**config.mk**
```make
export PLATFORM = sky130hd
export DESIGN_NAME = wiper_command_unit
export DESIGN_NICKNAME = d
export VERILOG_FILES = /design/src/common/wiper_cmd_pkg.sv /design/src/common/serial_link_if.sv /design/src/design/wiper_command_unit.sv /design/src/design/serial_shifter.sv
export SDC_FILE = /design/constraint.sdc
export NUM_CORES = 1
export LEC_CHECK = 0
export ABC_AREA = 1
export BUFFER_PORTS_ARGS = -buffer_cell sky130_fd_sc_hd__buf_4
export CAP_MARGIN = 10
export CORE_MARGIN = 3
export CORE_UTILIZATION = 55
export DETAILED_ROUTE_END_ITERATION = 16
export PLACE_DENSITY_LB_ADDON = 0.1
export SLEW_MARGIN = 20
export SYNTH_ARGS = -nofsm -noshare
export SYNTH_HDL_FRONTEND = slang
export SYNTH_SLANG_ARGS = --single-unit
```
**constraint.sdc**
```tcl
create_clock -name mclk -period 4.8 [get_ports mclk]
set_clock_uncertainty 0.1 [all_clocks]
set_input_delay 0.96 -clock mclk [delete_from_list [all_inputs] [get_ports mclk]]
set_output_delay 0.96 -clock mclk [all_outputs]
set_load 0.005 [all_outputs]
```
**src/common/wiper_cmd_pkg.sv**
```systemverilog
package wiper_cmd_pkg;
    localparam int FRAME_BITS = 24;
    localparam int CMD_MSB = 23;
    localparam int CMD_LSB = 20;
    localparam int ADDR_MSB = 19;
    localparam int ADDR_LSB = 16;
    localparam int WIPER_BITS = 10;
    localparam int DATA_BITS = 16;
    localparam int STORE_DEPTH = 16;
    localparam logic [3:0] ADDR_RESERVED = 4'h000F;
    localparam logic [9:0] WIPER_MID = 10'h0200;
    localparam logic [9:0] WIPER_FULL = 10'h03FF;
    localparam logic [3:0] CMD_NOP = 4'h0000;
    localparam logic [3:0] CMD_RELOAD = 4'h0001;
    localparam logic [3:0] CMD_STORE_W = 4'h0002;
    localparam logic [3:0] CMD_STORE_D = 4'h0003;
    localparam logic [3:0] CMD_HALF = 4'h0004;
    localparam logic [3:0] CMD_HALF_ALL = 4'h0005;
    localparam logic [3:0] CMD_DEC = 4'h0006;
    localparam logic [3:0] CMD_DEC_ALL = 4'h0007;
    localparam logic [3:0] CMD_RELOAD_ALL = 4'h0008;
    localparam logic [3:0] CMD_READ_NV = 4'h0009;
    localparam logic [3:0] CMD_READ_W = 4'h000A;
    localparam logic [3:0] CMD_WRITE_W = 4'h000B;
    localparam logic [3:0] CMD_DBL = 4'h000C;
    localparam logic [3:0] CMD_DBL_ALL = 4'h000D;
    localparam logic [3:0] CMD_INC = 4'h000E;
    localparam logic [3:0] CMD_INC_ALL = 4'h000F;
    localparam int CLK_HZ = 40_000_000;
    localparam int STORE_MS = 15;
    localparam int STORE_CYCLES = (CLK_HZ / 1000) * STORE_MS;
    localparam int READY_PULSE_CYCLES = 4;
    localparam logic [23:0] FRAME_ZERO = 24'h00_0000;
endpackage : wiper_cmd_pkg

```
**src/common/serial_link_if.sv**
```systemverilog
// Frames and status passing between shifter and command core
interface serial_link_if;
    import wiper_cmd_pkg::*;
    logic frameDone;            // One-cycle pulse on select rise
    logic [23:0] frameWord;     // Last 24 bits shifted in
    logic bitsSeen;             // Any rising clock edge during frame
    logic [23:0] replyWord;     // Word to shift out next frame
    logic replyLoad;            // Pulse: replace echo word
    logic locked;               // Store in progress
    modport shifter (output frameDone, output frameWord, output bitsSeen,
                     input replyWord, input replyLoad, input locked);
    modport core (input frameDone, input frameWord, input bitsSeen,
                  output replyWord, output replyLoad, output locked);
endinterface : serial_link_if

```
**src/design/wiper_command_unit.sv**
```systemverilog
// Command core of the two-channel wiper controller
module wiper_command_unit (
    input wire logic mclk,                 // 40 MHz system clock
    input wire logic resetn,               // Async reset, active low
    input wire logic sclkPin,              // Host serial clock
    input wire logic csPin_n,              // Chip select, active low
    input wire logic sdiPin,               // Serial data in
    output logic sdoOut,                   // Serial out level (always 0)
    output logic sdoOe,                    // Serial out pull-down enable
    input wire logic preset_strobe_n,      // Preset, active low
    input wire logic writeProtect_n,       // Write protect, active low
    output logic readyOut,                 // Ready level (always 0)
    output logic readyOe,                  // Ready pull-down enable
    output logic [wiper_cmd_pkg::WIPER_BITS-1:0] wiperOne,  // Channel 0 setting
    output logic [wiper_cmd_pkg::WIPER_BITS-1:0] wiperTwo   // Channel 1 setting
);
    import wiper_cmd_pkg::*;
    parameter int STORE_WAIT = STORE_CYCLES;   // Store time in cycles

    typedef enum {ST_BOOT, ST_IDLE, ST_STORE, ST_READY} core_e;

    serial_link_if link ();
    logic [9:0] wiper_reg [2];             // wiper_setting_reg per channel
    logic [9:0] wiper_next [2];
    // Store words start at midscale and resetn never touches them;
    // only the writer process below changes a word
    logic [15:0] nonvolatile_store [STORE_DEPTH] = '{default: {6'h00, WIPER_MID}};
    logic [15:0] nvWrData;                 // Word to write
    logic [3:0] nvWrAddr;                  // Where to write
    logic nvWr;                            // Write strobe
    core_e st_reg, st_next;                // Core state
    logic [19:0] tmr_reg, tmr_next;        // Store/ready timer
    logic [23:0] last_reg, last_next;      // Last executed frame
    logic lastOk_reg, lastOk_next;         // A frame has run
    logic [1:0] pr_reg, pr_next;           // Preset synchroniser
    logic prOld_reg, prOld_next;           // Preset previous
    logic [1:0] wp_reg, wp_next;           // Protect synchroniser
    logic [23:0] reply;                    // Readback word
    logic replyLoad;                       // Readback strobe
    logic [23:0] word;                     // Frame being executed
    logic [3:0] commandField;              // Command code
    logic [3:0] addressField;              // Address code
    logic [15:0] dataField;                // Data bits
    logic ch;                              // channel_select_bit
    logic pendReady;                       // Ready after this command
    logic prRise;

    serial_shifter shifter (
        .mclk(mclk),
        .resetn(resetn),
        .sclkPin(sclkPin),
        .csPin_n(csPin_n),
        .sdiPin(sdiPin),
        .sdoOut(sdoOut),
        .sdoOe(sdoOe),
        .link(link)
    );

    // Saturating step and doubling helpers
    function automatic logic [9:0] stepUp(input logic [9:0] v);
        stepUp = (v == WIPER_FULL) ? v : v + 10'h001;
    endfunction : stepUp
    function automatic logic [9:0] stepDown(input logic [9:0] v);
        stepDown = (v == 10'h000) ? v : v - 10'h001;
    endfunction : stepDown
    function automatic logic [9:0] dbl(input logic [9:0] v);
        dbl = v[9] ? WIPER_FULL : {v[8:0], 1'b0};
    endfunction : dbl

    // Command decode and wiper update
    always_comb begin
        pr_next = {pr_reg[0], preset_strobe_n};
        wp_next = {wp_reg[0], writeProtect_n};
        prOld_next = pr_reg[1];
        prRise = pr_reg[1] & ~prOld_reg;
        // Bare select pulse repeats the previous command
        word = (link.bitsSeen || !lastOk_reg) ? link.frameWord : last_reg;
        commandField = word[CMD_MSB:CMD_LSB];
        addressField = word[ADDR_MSB:ADDR_LSB];
        dataField = word[DATA_BITS-1:0];
        ch = addressField[0];
        wiper_next = wiper_reg;
        st_next = st_reg;
        tmr_next = tmr_reg;
        last_next = last_reg;
        lastOk_next = lastOk_reg;
        nvWr = 1'b0;
        nvWrAddr = addressField;
        nvWrData = dataField;
        reply = FRAME_ZERO;
        replyLoad = 1'b0;
        pendReady = 1'b0;
        case (st_reg)
            ST_BOOT: begin
                // Power-on load from store
                wiper_next[0] = nonvolatile_store[0][9:0];
                wiper_next[1] = nonvolatile_store[1][9:0];
                st_next = ST_IDLE;
            end
            ST_IDLE: begin
                if (!pr_reg[1]) begin
                    wiper_next[0] = WIPER_MID; // Preset low gives midscale
                    wiper_next[1] = WIPER_MID;
                end else if (prRise) begin
                    wiper_next[0] = nonvolatile_store[0][9:0];
                    wiper_next[1] = nonvolatile_store[1][9:0];
                    pendReady = 1'b1;
                end else if (link.frameDone) begin
                    last_next = word;
                    lastOk_next = 1'b1;
                    case (commandField)
                        CMD_NOP: begin
                            pendReady = 1'b0;  // Nothing to do
                        end
                        CMD_RELOAD: begin
                            wiper_next[ch] = nonvolatile_store[{3'h0, ch}][9:0];
                        end
                        CMD_RELOAD_ALL: begin
                            wiper_next[0] = nonvolatile_store[0][9:0];
                            wiper_next[1] = nonvolatile_store[1][9:0];
                            pendReady = 1'b1;
                        end
                        CMD_STORE_W: begin
                            nvWr = 1'b1;
                            nvWrAddr = {3'h0, ch};
                            nvWrData = {6'h00, wiper_reg[ch]};
                            st_next = ST_STORE;
                            tmr_next = 20'(STORE_WAIT);
                        end
                        CMD_STORE_D: begin
                            if (addressField != ADDR_RESERVED) begin
                                nvWr = 1'b1;
                                st_next = ST_STORE;
                                tmr_next = 20'(STORE_WAIT);
                            end
                        end
                        CMD_READ_NV: begin
                            reply = {word[23:16], nonvolatile_store[addressField]};
                            replyLoad = 1'b1;
                            pendReady = 1'b1;
                        end
                        CMD_READ_W: begin
                            reply = {word[23:16], 6'h00, wiper_reg[ch]};
                            replyLoad = 1'b1;
                            pendReady = 1'b1;
                        end
                        default: begin
                            if (wp_reg[1]) begin   // Protect blocks write and step commands
                                case (commandField)
                                    CMD_WRITE_W: wiper_next[ch] = dataField[9:0];
                                    CMD_HALF: wiper_next[ch] = wiper_reg[ch] >> 1;
                                    CMD_DBL: wiper_next[ch] = dbl(wiper_reg[ch]);
                                    CMD_DEC: wiper_next[ch] = stepDown(wiper_reg[ch]);
                                    CMD_INC: wiper_next[ch] = stepUp(wiper_reg[ch]);
                                    default: begin
                                        for (int i = 0; i < 2; i++) begin
                                            case (commandField)
                                                CMD_HALF_ALL: wiper_next[i] = wiper_reg[i] >> 1;
                                                CMD_DBL_ALL: wiper_next[i] = dbl(wiper_reg[i]);
                                                CMD_DEC_ALL: wiper_next[i] = stepDown(wiper_reg[i]);
                                                CMD_INC_ALL: wiper_next[i] = stepUp(wiper_reg[i]);
                                                default: wiper_next[i] = wiper_reg[i];
                                            endcase
                                        end
                                    end
                                endcase
                            end
                        end
                    endcase
                end
                if (pendReady) begin
                    st_next = ST_READY;
                    tmr_next = 20'(READY_PULSE_CYCLES);
                end
            end
            ST_STORE: begin
                // Shifter locked meanwhile
                tmr_next = tmr_reg - 20'h0_0001;
                if (tmr_reg == 20'h0_0001) begin
                    st_next = ST_READY;
                    tmr_next = 20'(READY_PULSE_CYCLES);
                end
            end
            ST_READY: begin
                tmr_next = tmr_reg - 20'h0_0001;
                if (tmr_reg == 20'h0_0001) begin
                    st_next = ST_IDLE;
                end
            end
            default: st_next = ST_IDLE;
        endcase
    end

    // State registers
    always_ff @(posedge mclk or negedge resetn) begin
        if (!resetn) begin
            wiper_reg[0] <= WIPER_MID;
            wiper_reg[1] <= WIPER_MID;
            st_reg <= ST_BOOT;
            tmr_reg <= 20'h0_0000;
            last_reg <= FRAME_ZERO;
            lastOk_reg <= 1'b0;
            pr_reg <= 2'h3;
            prOld_reg <= 1'b1;
            wp_reg <= 2'h3;
        end else begin
            wiper_reg <= wiper_next;
            st_reg <= st_next;
            tmr_reg <= tmr_next;
            last_reg <= last_next;
            lastOk_reg <= lastOk_next;
            pr_reg <= pr_next;
            prOld_reg <= prOld_next;
            wp_reg <= wp_next;
        end
    end

    // Nonvolatile array writer, the one process that drives the array,
    // so stored words and the midscale default survive resetn
    always_ff @(posedge mclk) begin
        if (nvWr) begin
            nonvolatile_store[nvWrAddr] <= nvWrData;
        end
    end

    assign link.replyWord = reply;
    assign link.replyLoad = replyLoad;
    assign link.locked = (st_reg == ST_STORE);
    assign readyOut = 1'b0;
    assign readyOe = (st_reg == ST_READY);         // Low pulse when done
    assign wiperOne = wiper_reg[0];
    assign wiperTwo = wiper_reg[1];
endmodule : wiper_command_unit

```
**src/design/serial_shifter.sv**
```systemverilog
// Samples the host pins and assembles frames
module serial_shifter (
    input wire logic mclk,                 // System clock
    input wire logic resetn,               // Async reset, active low
    input wire logic sclkPin,              // Host serial clock
    input wire logic csPin_n,              // Host chip select
    input wire logic sdiPin,               // Host serial data
    output logic sdoOut,                   // Serial output level
    output logic sdoOe,                    // Pull low when high
    serial_link_if.shifter link            // To command core
);
    import wiper_cmd_pkg::*;
    logic [2:0] s1_reg, s1_next;           // First sync stage
    logic [2:0] s2_reg, s2_next;           // Second sync stage
    logic [2:0] s3_reg, s3_next;           // Delayed for edges
    logic [23:0] shIn_reg, shIn_next;      // Incoming bits
    logic [23:0] shOut_reg, shOut_next;    // Outgoing bits
    logic [23:0] prev_reg, prev_next;      // Last frame for echo
    logic [4:0] cnt_reg, cnt_next;         // Bit count mod 24
    logic [5:0] tot_reg, tot_next;         // Bits this select
    logic done_reg, done_next;             // Frame pulse
    logic seen_reg, seen_next;             // Activity flag
    logic sdo_reg, sdo_next;               // Output bit
    logic sclkRise, sclkFall, csRise, csFall, csLow;

    // Edge detection on synchronised pins
    always_comb begin
        s1_next = {sclkPin, csPin_n, sdiPin};
        s2_next = s1_reg;
        s3_next = s2_reg;
        sclkRise = s2_reg[2] & ~s3_reg[2];
        sclkFall = ~s2_reg[2] & s3_reg[2];
        csRise = s2_reg[1] & ~s3_reg[1];
        csFall = ~s2_reg[1] & s3_reg[1];
        csLow = ~s2_reg[1];
    end

    // Shift in on rising clock, out on falling: modes 0,0 and 1,1
    always_comb begin
        shIn_next = shIn_reg;
        shOut_next = shOut_reg;
        prev_next = prev_reg;
        cnt_next = cnt_reg;
        tot_next = tot_reg;
        done_next = 1'b0;
        seen_next = seen_reg;
        sdo_next = sdo_reg;
        if (link.replyLoad) begin
            prev_next = link.replyWord;        // Readback overrides echo
        end
        if (csFall) begin
            shOut_next = prev_reg;             // Echo previous frame
            sdo_next = prev_reg[23];
            seen_next = 1'b0;
            tot_next = 6'h00;
        end else if (csLow && sclkRise && !link.locked) begin
            shIn_next = {shIn_reg[22:0], s2_reg[0]}; // MSB first
            seen_next = 1'b1;
            tot_next = tot_reg + 6'h01;
            cnt_next = (cnt_reg == 5'(FRAME_BITS - 1)) ? 5'h00 : cnt_reg + 5'h01;
        end else if (csLow && sclkFall && !link.locked) begin
            shOut_next = {shOut_reg[22:0], 1'b0};
            sdo_next = shOut_reg[22];
        end else if (csRise) begin
            done_next = 1'b1;                  // Execute on rise
            if (tot_reg[1:0] != 2'b00) begin
                cnt_next = 5'h00;              // Drop misaligned count
            end else if (seen_reg) begin
                prev_next = shIn_reg;
            end
        end
    end

    // Register stage
    always_ff @(posedge mclk or negedge resetn) begin
        if (!resetn) begin
            s1_reg <= 3'h7;
            s2_reg <= 3'h7;
            s3_reg <= 3'h7;
            shIn_reg <= FRAME_ZERO;
            shOut_reg <= FRAME_ZERO;
            prev_reg <= FRAME_ZERO;
            cnt_reg <= 5'h00;
            tot_reg <= 6'h00;
            done_reg <= 1'b0;
            seen_reg <= 1'b0;
            sdo_reg <= 1'b1;
        end else begin
            s1_reg <= s1_next;
            s2_reg <= s2_next;
            s3_reg <= s3_next;
            shIn_reg <= shIn_next;
            shOut_reg <= shOut_next;
            prev_reg <= prev_next;
            cnt_reg <= cnt_next;
            tot_reg <= tot_next;
            done_reg <= done_next;
            seen_reg <= seen_next;
            sdo_reg <= sdo_next;
        end
    end

    assign link.frameDone = done_reg;
    assign link.frameWord = shIn_reg;
    assign link.bitsSeen = seen_reg;
    assign sdoOut = 1'b0;
    assign sdoOe = ~s2_reg[1] & ~sdo_reg;      // Released while select high
endmodule : serial_shifter

```
Word-level counts from Yosys, hierarchy flattened
Memory sizes are Yosys's and may differ from the RTL's.
Index checks and enable logic that the tools add are counted.
{ "totals": {"reg_bits": 191, "mem_bits_rw": 256, "input_bits": 7, "output_inout_bits": 24, "word_cells": 215, "n_memories": 1} }
{ "classes": {"n_addsub": 8, "n_lt_le_gt_ge": 2, "n_eq_ne": 41, "n_mux": 101, "bitwise": 15, "reduce_logical": 28} }
{ "mem_list": {"columns": ["name", "depth", "width", "rd", "rd_ports_with_merged_regs", "wr", "line", "rtl"], "rows": [
  ["nonvolatile_store", 16, 16, 4, 0, 1, "wiper_command_unit.sv:27", "logic [15:0] nonvolatile_store [STORE_DEPTH] = '{default: {6'h00, WIPER_MID}};"]
]} }
{ "op_table": {"columns": ["cell", "count"], "rows": [
  ["24-bit 2-to-1 mux", 12],
  ["32-bit 2-to-1 mux", 7],
  ["20-bit 2-to-1 mux", 10],
  ["10-bit 2-to-1 mux", 13],
  ["20-bit bitwise mux", 6],
  ["20-bit case mux with 3 select lines", 2],
  ["20-bit case mux with 5 select lines", 1],
  ["32-bit case mux with 3 select lines", 1],
  ["16-bit 2-to-1 mux", 5],
  ["10-bit case mux with 4 select lines", 2],
  ["20-bit case mux with 2 select lines", 2],
  ["23-bit 2-to-1 mux", 3],
  ["32-bit by 2-bit equality test with 1-bit output (second input constant)", 2],
  ["32-bit by 3-bit equality test with 1-bit output (second input constant)", 2],
  ["32-bit case mux with 2 select lines", 1],
  ["12-bit by 5-bit != test with 1-bit output (second input constant)", 4],
  ["24-bit case mux with 2 select lines", 1],
  ["32-bit by 1-bit equality test with 1-bit output (second input constant)", 1],
  ["4-bit equality test (second input constant)", 8],
  ["32-bit logical NOT", 1],
  ["10-bit by 1-bit adder with 10-bit output (second input constant)", 3],
  ["10-bit equality test (second input constant)", 3],
  ["10-bit logical NOT", 3],
  ["10-bit by 1-bit subtractor with 10-bit output (second input constant)", 3],
  ["38 further kinds", 99]
]} }

Logic depth before layout (Yosys ltp)
{ "logic_depth": {"depth_word": 19, "ltp_mapped": 23, "ltp_nobuf": 22} }

Cells and area by module
Synthesis repeated with hierarchy kept, for this count alone.
{ "unflattened": {"hier_cells": 2547, "hier_area_um2": 22031.1} }
{ "modules_own_cells": {"columns": ["mod", "instances", "cells_per_inst", "area_per_inst_um2", "seq_area_each_um2"], "rows": [
  ["wiper_command_unit", 1, 2044, 18023.5, 9497.9],
  ["serial_shifter", 1, 503, 4007.6, 2113.3]
]} }

Worst setup path after synthesis
OpenSTA, ideal clock, no wires.
{ "synth_path": {"path_type": "reg2reg", "start": "register lastOk_reg", "end": "memory nonvolatile_store[10][0], enable pin", "setup_time_ns": 0.409, "t_arrival_ns": 2.978, "required_ns": 4.291, "path_slack_ns": 1.313, "path_stages_with_launch": 10, "n_path_buf": 4, "period_less_slack_ns": 3.487, "cell_sequence": "dfrtp_1 -> nand2_4 -> buf_8 -> nand2_2 -> nand2_1 -> buf_2 -> clkbuf_1 -> buf_1 -> nand4_1 -> nor3_1"} }
{ "synth_between": {"elab_chain_cells": 12, "elab_cells_between_ends": 19, "classes_between": "eq/ne: 3; mux: 14; reduce/logical: 2"} }
{ "synth_lines": {"columns": ["element", "line", "rtl"], "rows": [
  ["start: declaration", "wiper_command_unit.sv:34", "logic lastOk_reg, lastOk_next;"],
  ["start signal: assignment", "wiper_command_unit.sv:211", "lastOk_reg <= lastOk_next;"],
  ["1-bit logical NOT (*)", "wiper_command_unit.sv:77", "word = (link.bitsSeen || !lastOk_reg) ? link.frameWord : last_reg;"],
  ["1-bit logical OR (*)", "wiper_command_unit.sv:77", null],
  ["24-bit 2-to-1 mux (*)", "wiper_command_unit.sv:77", null],
  ["4-bit != test", "wiper_command_unit.sv:131", "if (addressField != ADDR_RESERVED) begin"],
  ["1-bit 2-to-1 mux", "wiper_command_unit.sv:131", null],
  ["1-bit case mux with 2 select lines", "wiper_command_unit.sv:111", "case (commandField)"],
  ["1-bit 2-to-1 mux", "wiper_command_unit.sv:108", "end else if (link.frameDone) begin"],
  ["1-bit 2-to-1 mux", "wiper_command_unit.sv:104", "end else if (prRise) begin"],
  ["1-bit 2-to-1 mux", "wiper_command_unit.sv:101", "if (!pr_reg[1]) begin"],
  ["1-bit 2-to-1 mux", "wiper_command_unit.sv:93", "case (st_reg)"],
  ["1-bit 2-to-1 mux", "wiper_command_unit.sv:221", "if (nvWr) begin"],
  ["1-bit 2-to-1 mux (implied by the code)", "wiper_command_unit.sv:222", "nonvolatile_store[nvWrAddr] <= nvWrData;"],
  ["end: declaration", "wiper_command_unit.sv:27", null]
]} }
Mark *: on every way between the ends. The rest lies on a longest branch, timed or not.

Worst setup path in the final report
{ "layout_path": {"start": "register lastOk_reg", "end": "register wiper_reg, in the netlist wiperTwo[6]"} }
{ "layout_between": {"elab_chain_cells": 17, "elab_cells_between_ends": 57, "classes_between": "add/sub: 2; order compare: 2; eq/ne: 21; mux: 23; bitwise: 1; reduce/logical: 7; memory: 1"} }
{ "layout_lines": {"columns": ["element", "line", "rtl"], "rows": [
  ["1-bit logical NOT (*)", "wiper_command_unit.sv:77", null],
  ["1-bit logical OR (*)", "wiper_command_unit.sv:77", null],
  ["24-bit 2-to-1 mux (*)", "wiper_command_unit.sv:77", null],
  ["1-bit NOT with 2-bit output (implied by the code)", null, null],
  ["10-bit 2-to-1 mux (implied by the code) (3 in a row)", null, null],
  ["10-bit by 1-bit adder with 10-bit output, or another cell as far along", "wiper_command_unit.sv:61", "stepUp = (v == WIPER_FULL) ? v : v + 10'h001;"],
  ["10-bit 2-to-1 mux, on equally long branches", "wiper_command_unit.sv:61, wiper_command_unit.sv:64", null],
  ["20-bit bitwise mux, on equally long branches", "wiper_command_unit.sv:154, wiper_command_unit.sv:153", null],
  ["20-bit case mux with 5 select lines", "wiper_command_unit.sv:149", "case (commandField)"],
  ["20-bit 2-to-1 mux", "wiper_command_unit.sv:148", "if (wp_reg[1]) begin"],
  ["20-bit case mux with 3 select lines", "wiper_command_unit.sv:111", null],
  ["20-bit 2-to-1 mux", "wiper_command_unit.sv:108", null],
  ["20-bit 2-to-1 mux", "wiper_command_unit.sv:104", null],
  ["20-bit 2-to-1 mux", "wiper_command_unit.sv:101", null],
  ["20-bit case mux with 2 select lines", "wiper_command_unit.sv:93", null],
  ["end signal: assignment", "wiper_command_unit.sv:207", "wiper_reg <= wiper_next;"],
  ["end: declaration", "wiper_command_unit.sv:23", "logic [9:0] wiper_reg [2];"]
]} }
Mark *: on every way between the ends. The rest lies on a longest branch, timed or not. The select of a mux whose other input is x is not followed.
A chain may end at the register's enable or synchronous reset.

==> reports/summary.md <==
• complete, no violations — run status
• nand2_4 — library cell contributing the largest single delay on the critical path
• simple AND/OR/NAND/NOR gates — kind of cell adding the most delay to the critical path
• 4095 ps — minimum clock period
• edfxtp_1 — cell accounting for the most synthesized area
• 3 — maximum buffer depth of the clock tree
• 2388 — Mapped Cells
• 0 — Hold Vio Cnt, Final
• 0 — post_cts resized
• 70 ps — Clock transition at path regs
• edfxtp_1 36%, dfrtp_1 16%, nand2_1 10% — synth top area cells
• 8.969 um2 — mean instance size in the synthesized netlist
• 590 ps — clock latency on the worst-skew pair
• 10.72% — Area growth syn-to-layout
• 54.22% — sequential cell area fraction in the yosys report
• 44.80% — met1 capacity usage during global routing
• lastOk_reg — startpoint of the most critical register-to-register path
• 0 — total count of max-transition violations in the final report
• 103300 um — wire length of the first global-routing pass
• 203.3 um — x dimension of the die
• 92 — maximum number of pins on one net before global-route repair
• 700 ps — setup slack of the worst register-to-register path
• 28 — count of buffers from port buffering
• 987.8 ps — Least-Margin Pin Slew
• 6 — first drt pass iteration count
• 0 — number of antenna violations at the first check in global routing
• 38020 um2 — Core Region
• 51.71% — met2 Use GR
• 0 — Yosys Warn Count
• 429.7 uV — largest voltage drop on the vdd net
• 0 — final number of setup-violating endpoints
• 5160 ps — data required time of the worst path
• 18 — depth of the most critical reg-to-reg path
• 412 — clock sink count
• 16.17 mW — overall power consumption
• 1.021 — placer's final routability congestion estimate
• lastOk_reg — worst setup path startpoint
• 203.3 um — Die H
• register — Worst Setup Start Kind
• register — endpoint kind of the worst setup timing path
• 0 — Antenna Nets Post-Route
• reg2reg — critical path class
• 0 — total congestion overflow
• 71 — number of placement rows
• reg2reg — classification of the worst-slack hold path
• clkbuf_16 — Root Driver
• 244.2 MHz — peak clock frequency supported by timing
• 32.45% — total track usage
• 0 — number of antenna cells inserted
• 22.66 um — wire length per cell
• 17375 — via count of the first global-routing pass
• 2 — H-tree levels
• nand2_1 — library cell with the highest instance count after synthesis
• edfxtp_1 — leading register cell type out of synthesis
• 412 — post-synthesis sequential element count
• 35.89% — share of the synthesized area in the top cell type
• 256 — max FFs per register
• 18 — Critical Path Stages
• 681.9 nW/um2 — power density over the cells
• 21420 um2 — Synth Cell Area
• 56.33% — initial standard-cell utilization of the core
• 47 — maximum net fanout on the critical path
• 596 x nand2_1, 256 x edfxtp_1, 189 x o21ai_0 — most common library cells after synthesis
• 0 — # DRC
• 6.141 — routed via count divided by cell count
• nonvolatile_store — register with the most flip-flops
• 0 — count of hold-fix buffers inserted at cts
• 37.86% — asr flop ratio synth
• 64 — Yosys cell types
• 41340 um2 — overall die area
• 43 — clock buffer count from CTS
• 9.485 nW — leakage power
• nand2_1 — dominant cell type by count on the critical path
• 470 ps — slowest stage delay, CP
• 85.32% — post-route clock period utilization
• wiperTwo[6] — endpoint of the worst-slack reg-to-reg timing path
• 67130 um — total length of routed wires
• yes — CTS tree
• met2 — GR peak layer
• 0 ps — total negative slack
• 18197 — total via count in the routed design
• 5.922% — fraction of met3 tracks used by global routing
• 31 — I/O pin count
• 12.03% — fraction of final layout cells with drive strength greater than 1
• 2454 — count of nets after finishing
• 3260 — filler cell count
• 4450 ps — data arrival time of the critical path
• 2107 — iteration-0 DRC count of the detailed router
• wiperTwo[6] — critical path capture point
• 0 — Max-Cap Viols
• 33.45% — normalized max-slew margin
• 2 — buffering stage count on the worst path with inverters included
• 0 — Setup Buffers After CTS
• 62.37% — Final Util
• 45490 um — HPWL after DPL
• false — setup repair after global routing missed its margin
• nand2_4 -> nand2_1 -> o21ai_4 -> nand2_2 -> inv_2 -> nand2_1 -> buf_4 -> ha_1 -> a21oi_1 -> nand2_1 -> a21oi_1 -> o21ai_0 -> o21ai_0 -> o211ai_1 -> a21oi_1 -> nand2_1 -> nand2_1 -> a21oi_1 — cell chain of the critical path
• 256 — number of synthesized flops with an enable pin
## layer usage
metal	wire length, um	part of all wire (%)
met1	27410	41
met3	6000	8.9
met4	2647	3.9
met5	0	0
met2	31080	46
## worst reg2reg max path, delay by kind of cell, from the launching register on
kind	cells	cell delay, ps
flip-flops	1	450
AO/OA/AOI/OAI	8	1310
AND/OR/NAND/NOR	7	1340
adder cells (fa/ha/maj)	1	350
buffers and inverters	2	410
## stage by stage
step | hold slack, ps | setup slack, ps | area, um2 | cells
5_1_grt | 257.3 | 372.7 | 23710 | 2963
4_1_cts | 256.3 | 829.5 | 23710 | 2963
6_report | 255.2 | 704.6 | 23710 | 2963
3_5_place_dp | 247.9 | 850.9 | 22320 | 2885
2_1_floorplan | 245.2 | 1313 | 21480 | 2405
3_3_place_gp | 246.4 | 913.6 | 22320 | 2885
## how the worst min path moves through the flow
| stage | from | to | slack [ps] | depth (start not counted) |
|---|---|---|---|---|
| 6_report | shifter.s1_reg[2] | shifter.s2_reg[2] | 260 | 0 |
| 5_1_grt | shifter.s1_reg[0] | shifter.s2_reg[0] | 260 | 0 |
| 4_1_cts | wp_reg[0] | wp_reg[1] | 260 | 0 |
| 3_5_place_dp | shifter.s1_reg[2] | shifter.s2_reg[2] | 250 | 0 |
| 3_3_place_gp | shifter.s1_reg[2] | shifter.s2_reg[2] | 250 | 0 |
| 2_1_floorplan | pr_reg[0] | pr_reg[1] | 250 | 0 |
## final cells by class
cell class,count,area (um2),share of cell area [%]
sequential,412,11610,48.97
inverter,185,696.9,2.939
clock inverter,20,239.0,1.008
clock buffer,58,1152,4.860
tap,511,639.4,2.696
multi-input combinational,1684,8660,36.52
timing repair buffer,93,714.4,3.013
## layout by cell type (no fill, tap or decap), types with 8 or more instances in the layout
| cell type | Yosys | final |
|---|---|---|
| a21oi_1 | 180 | 180 |
| a22oi_1 | 9 | 9 |
| a31oi_1 | 44 | 44 |
| a32o_1 | 39 | 39 |
| buf_4 | 5 | 91 |
| clkbuf_1 | 71 | 13 |
| clkbuf_16 | 0 | 43 |
| clkinv_1 | 1 | 8 |
| conb_1 | 1 | 18 |
| dfrtp_1 | 140 | 140 |
| dfstp_2 | 16 | 16 |
| edfxtp_1 | 256 | 256 |
| ha_1 | 26 | 26 |
| inv_1 | 158 | 158 |
| inv_2 | 25 | 25 |
| nand2_1 | 596 | 595 |
| nand2_2 | 18 | 18 |
| nand3_1 | 151 | 151 |
| nand4_1 | 39 | 39 |
| nor2_1 | 173 | 172 |
| nor2_2 | 10 | 11 |
| nor2_4 | 9 | 9 |
| nor3_1 | 19 | 12 |
| nor3_2 | 2 | 9 |
| o211ai_1 | 22 | 22 |
| o21ai_0 | 189 | 187 |
| o21ai_1 | 12 | 13 |
| o221ai_1 | 11 | 11 |
| or2_2 | 18 | 18 |
| xor2_1 | 10 | 10 |
## power breakdown
part	leakage (nW)	switching [mW]	internal [mW]	total, mW
sequential	4.15	0.593	4.61	5.21
clock	0.674	1.40	1.91	3.31
combinational	4.66	5.37	2.28	7.65
total	9.49	7.37	8.80	16.2
## cell families (layout without fill, tap and decap cells)
| group | after synthesis | in the layout | synth area share (%) |
|---|---|---|---|
| AO/OA/AOI/OAI | 561 | 561 | 15.89 |
| adder cells (fa/ha/maj) | 28 | 28 | 1.706 |
| multiplexers | 5 | 5 | 0.2629 |
| flip-flops | 412 | 412 | 54.22 |
| buffers and inverters | 309 | 356 | 5.953 |
| AND/OR/NAND/NOR | 1058 | 1058 | 21.38 |
| other | 1 | 18 | 0.01751 |
| XOR/XNOR | 14 | 14 | 0.5725 |
Power figures use the tool's default switching activity.
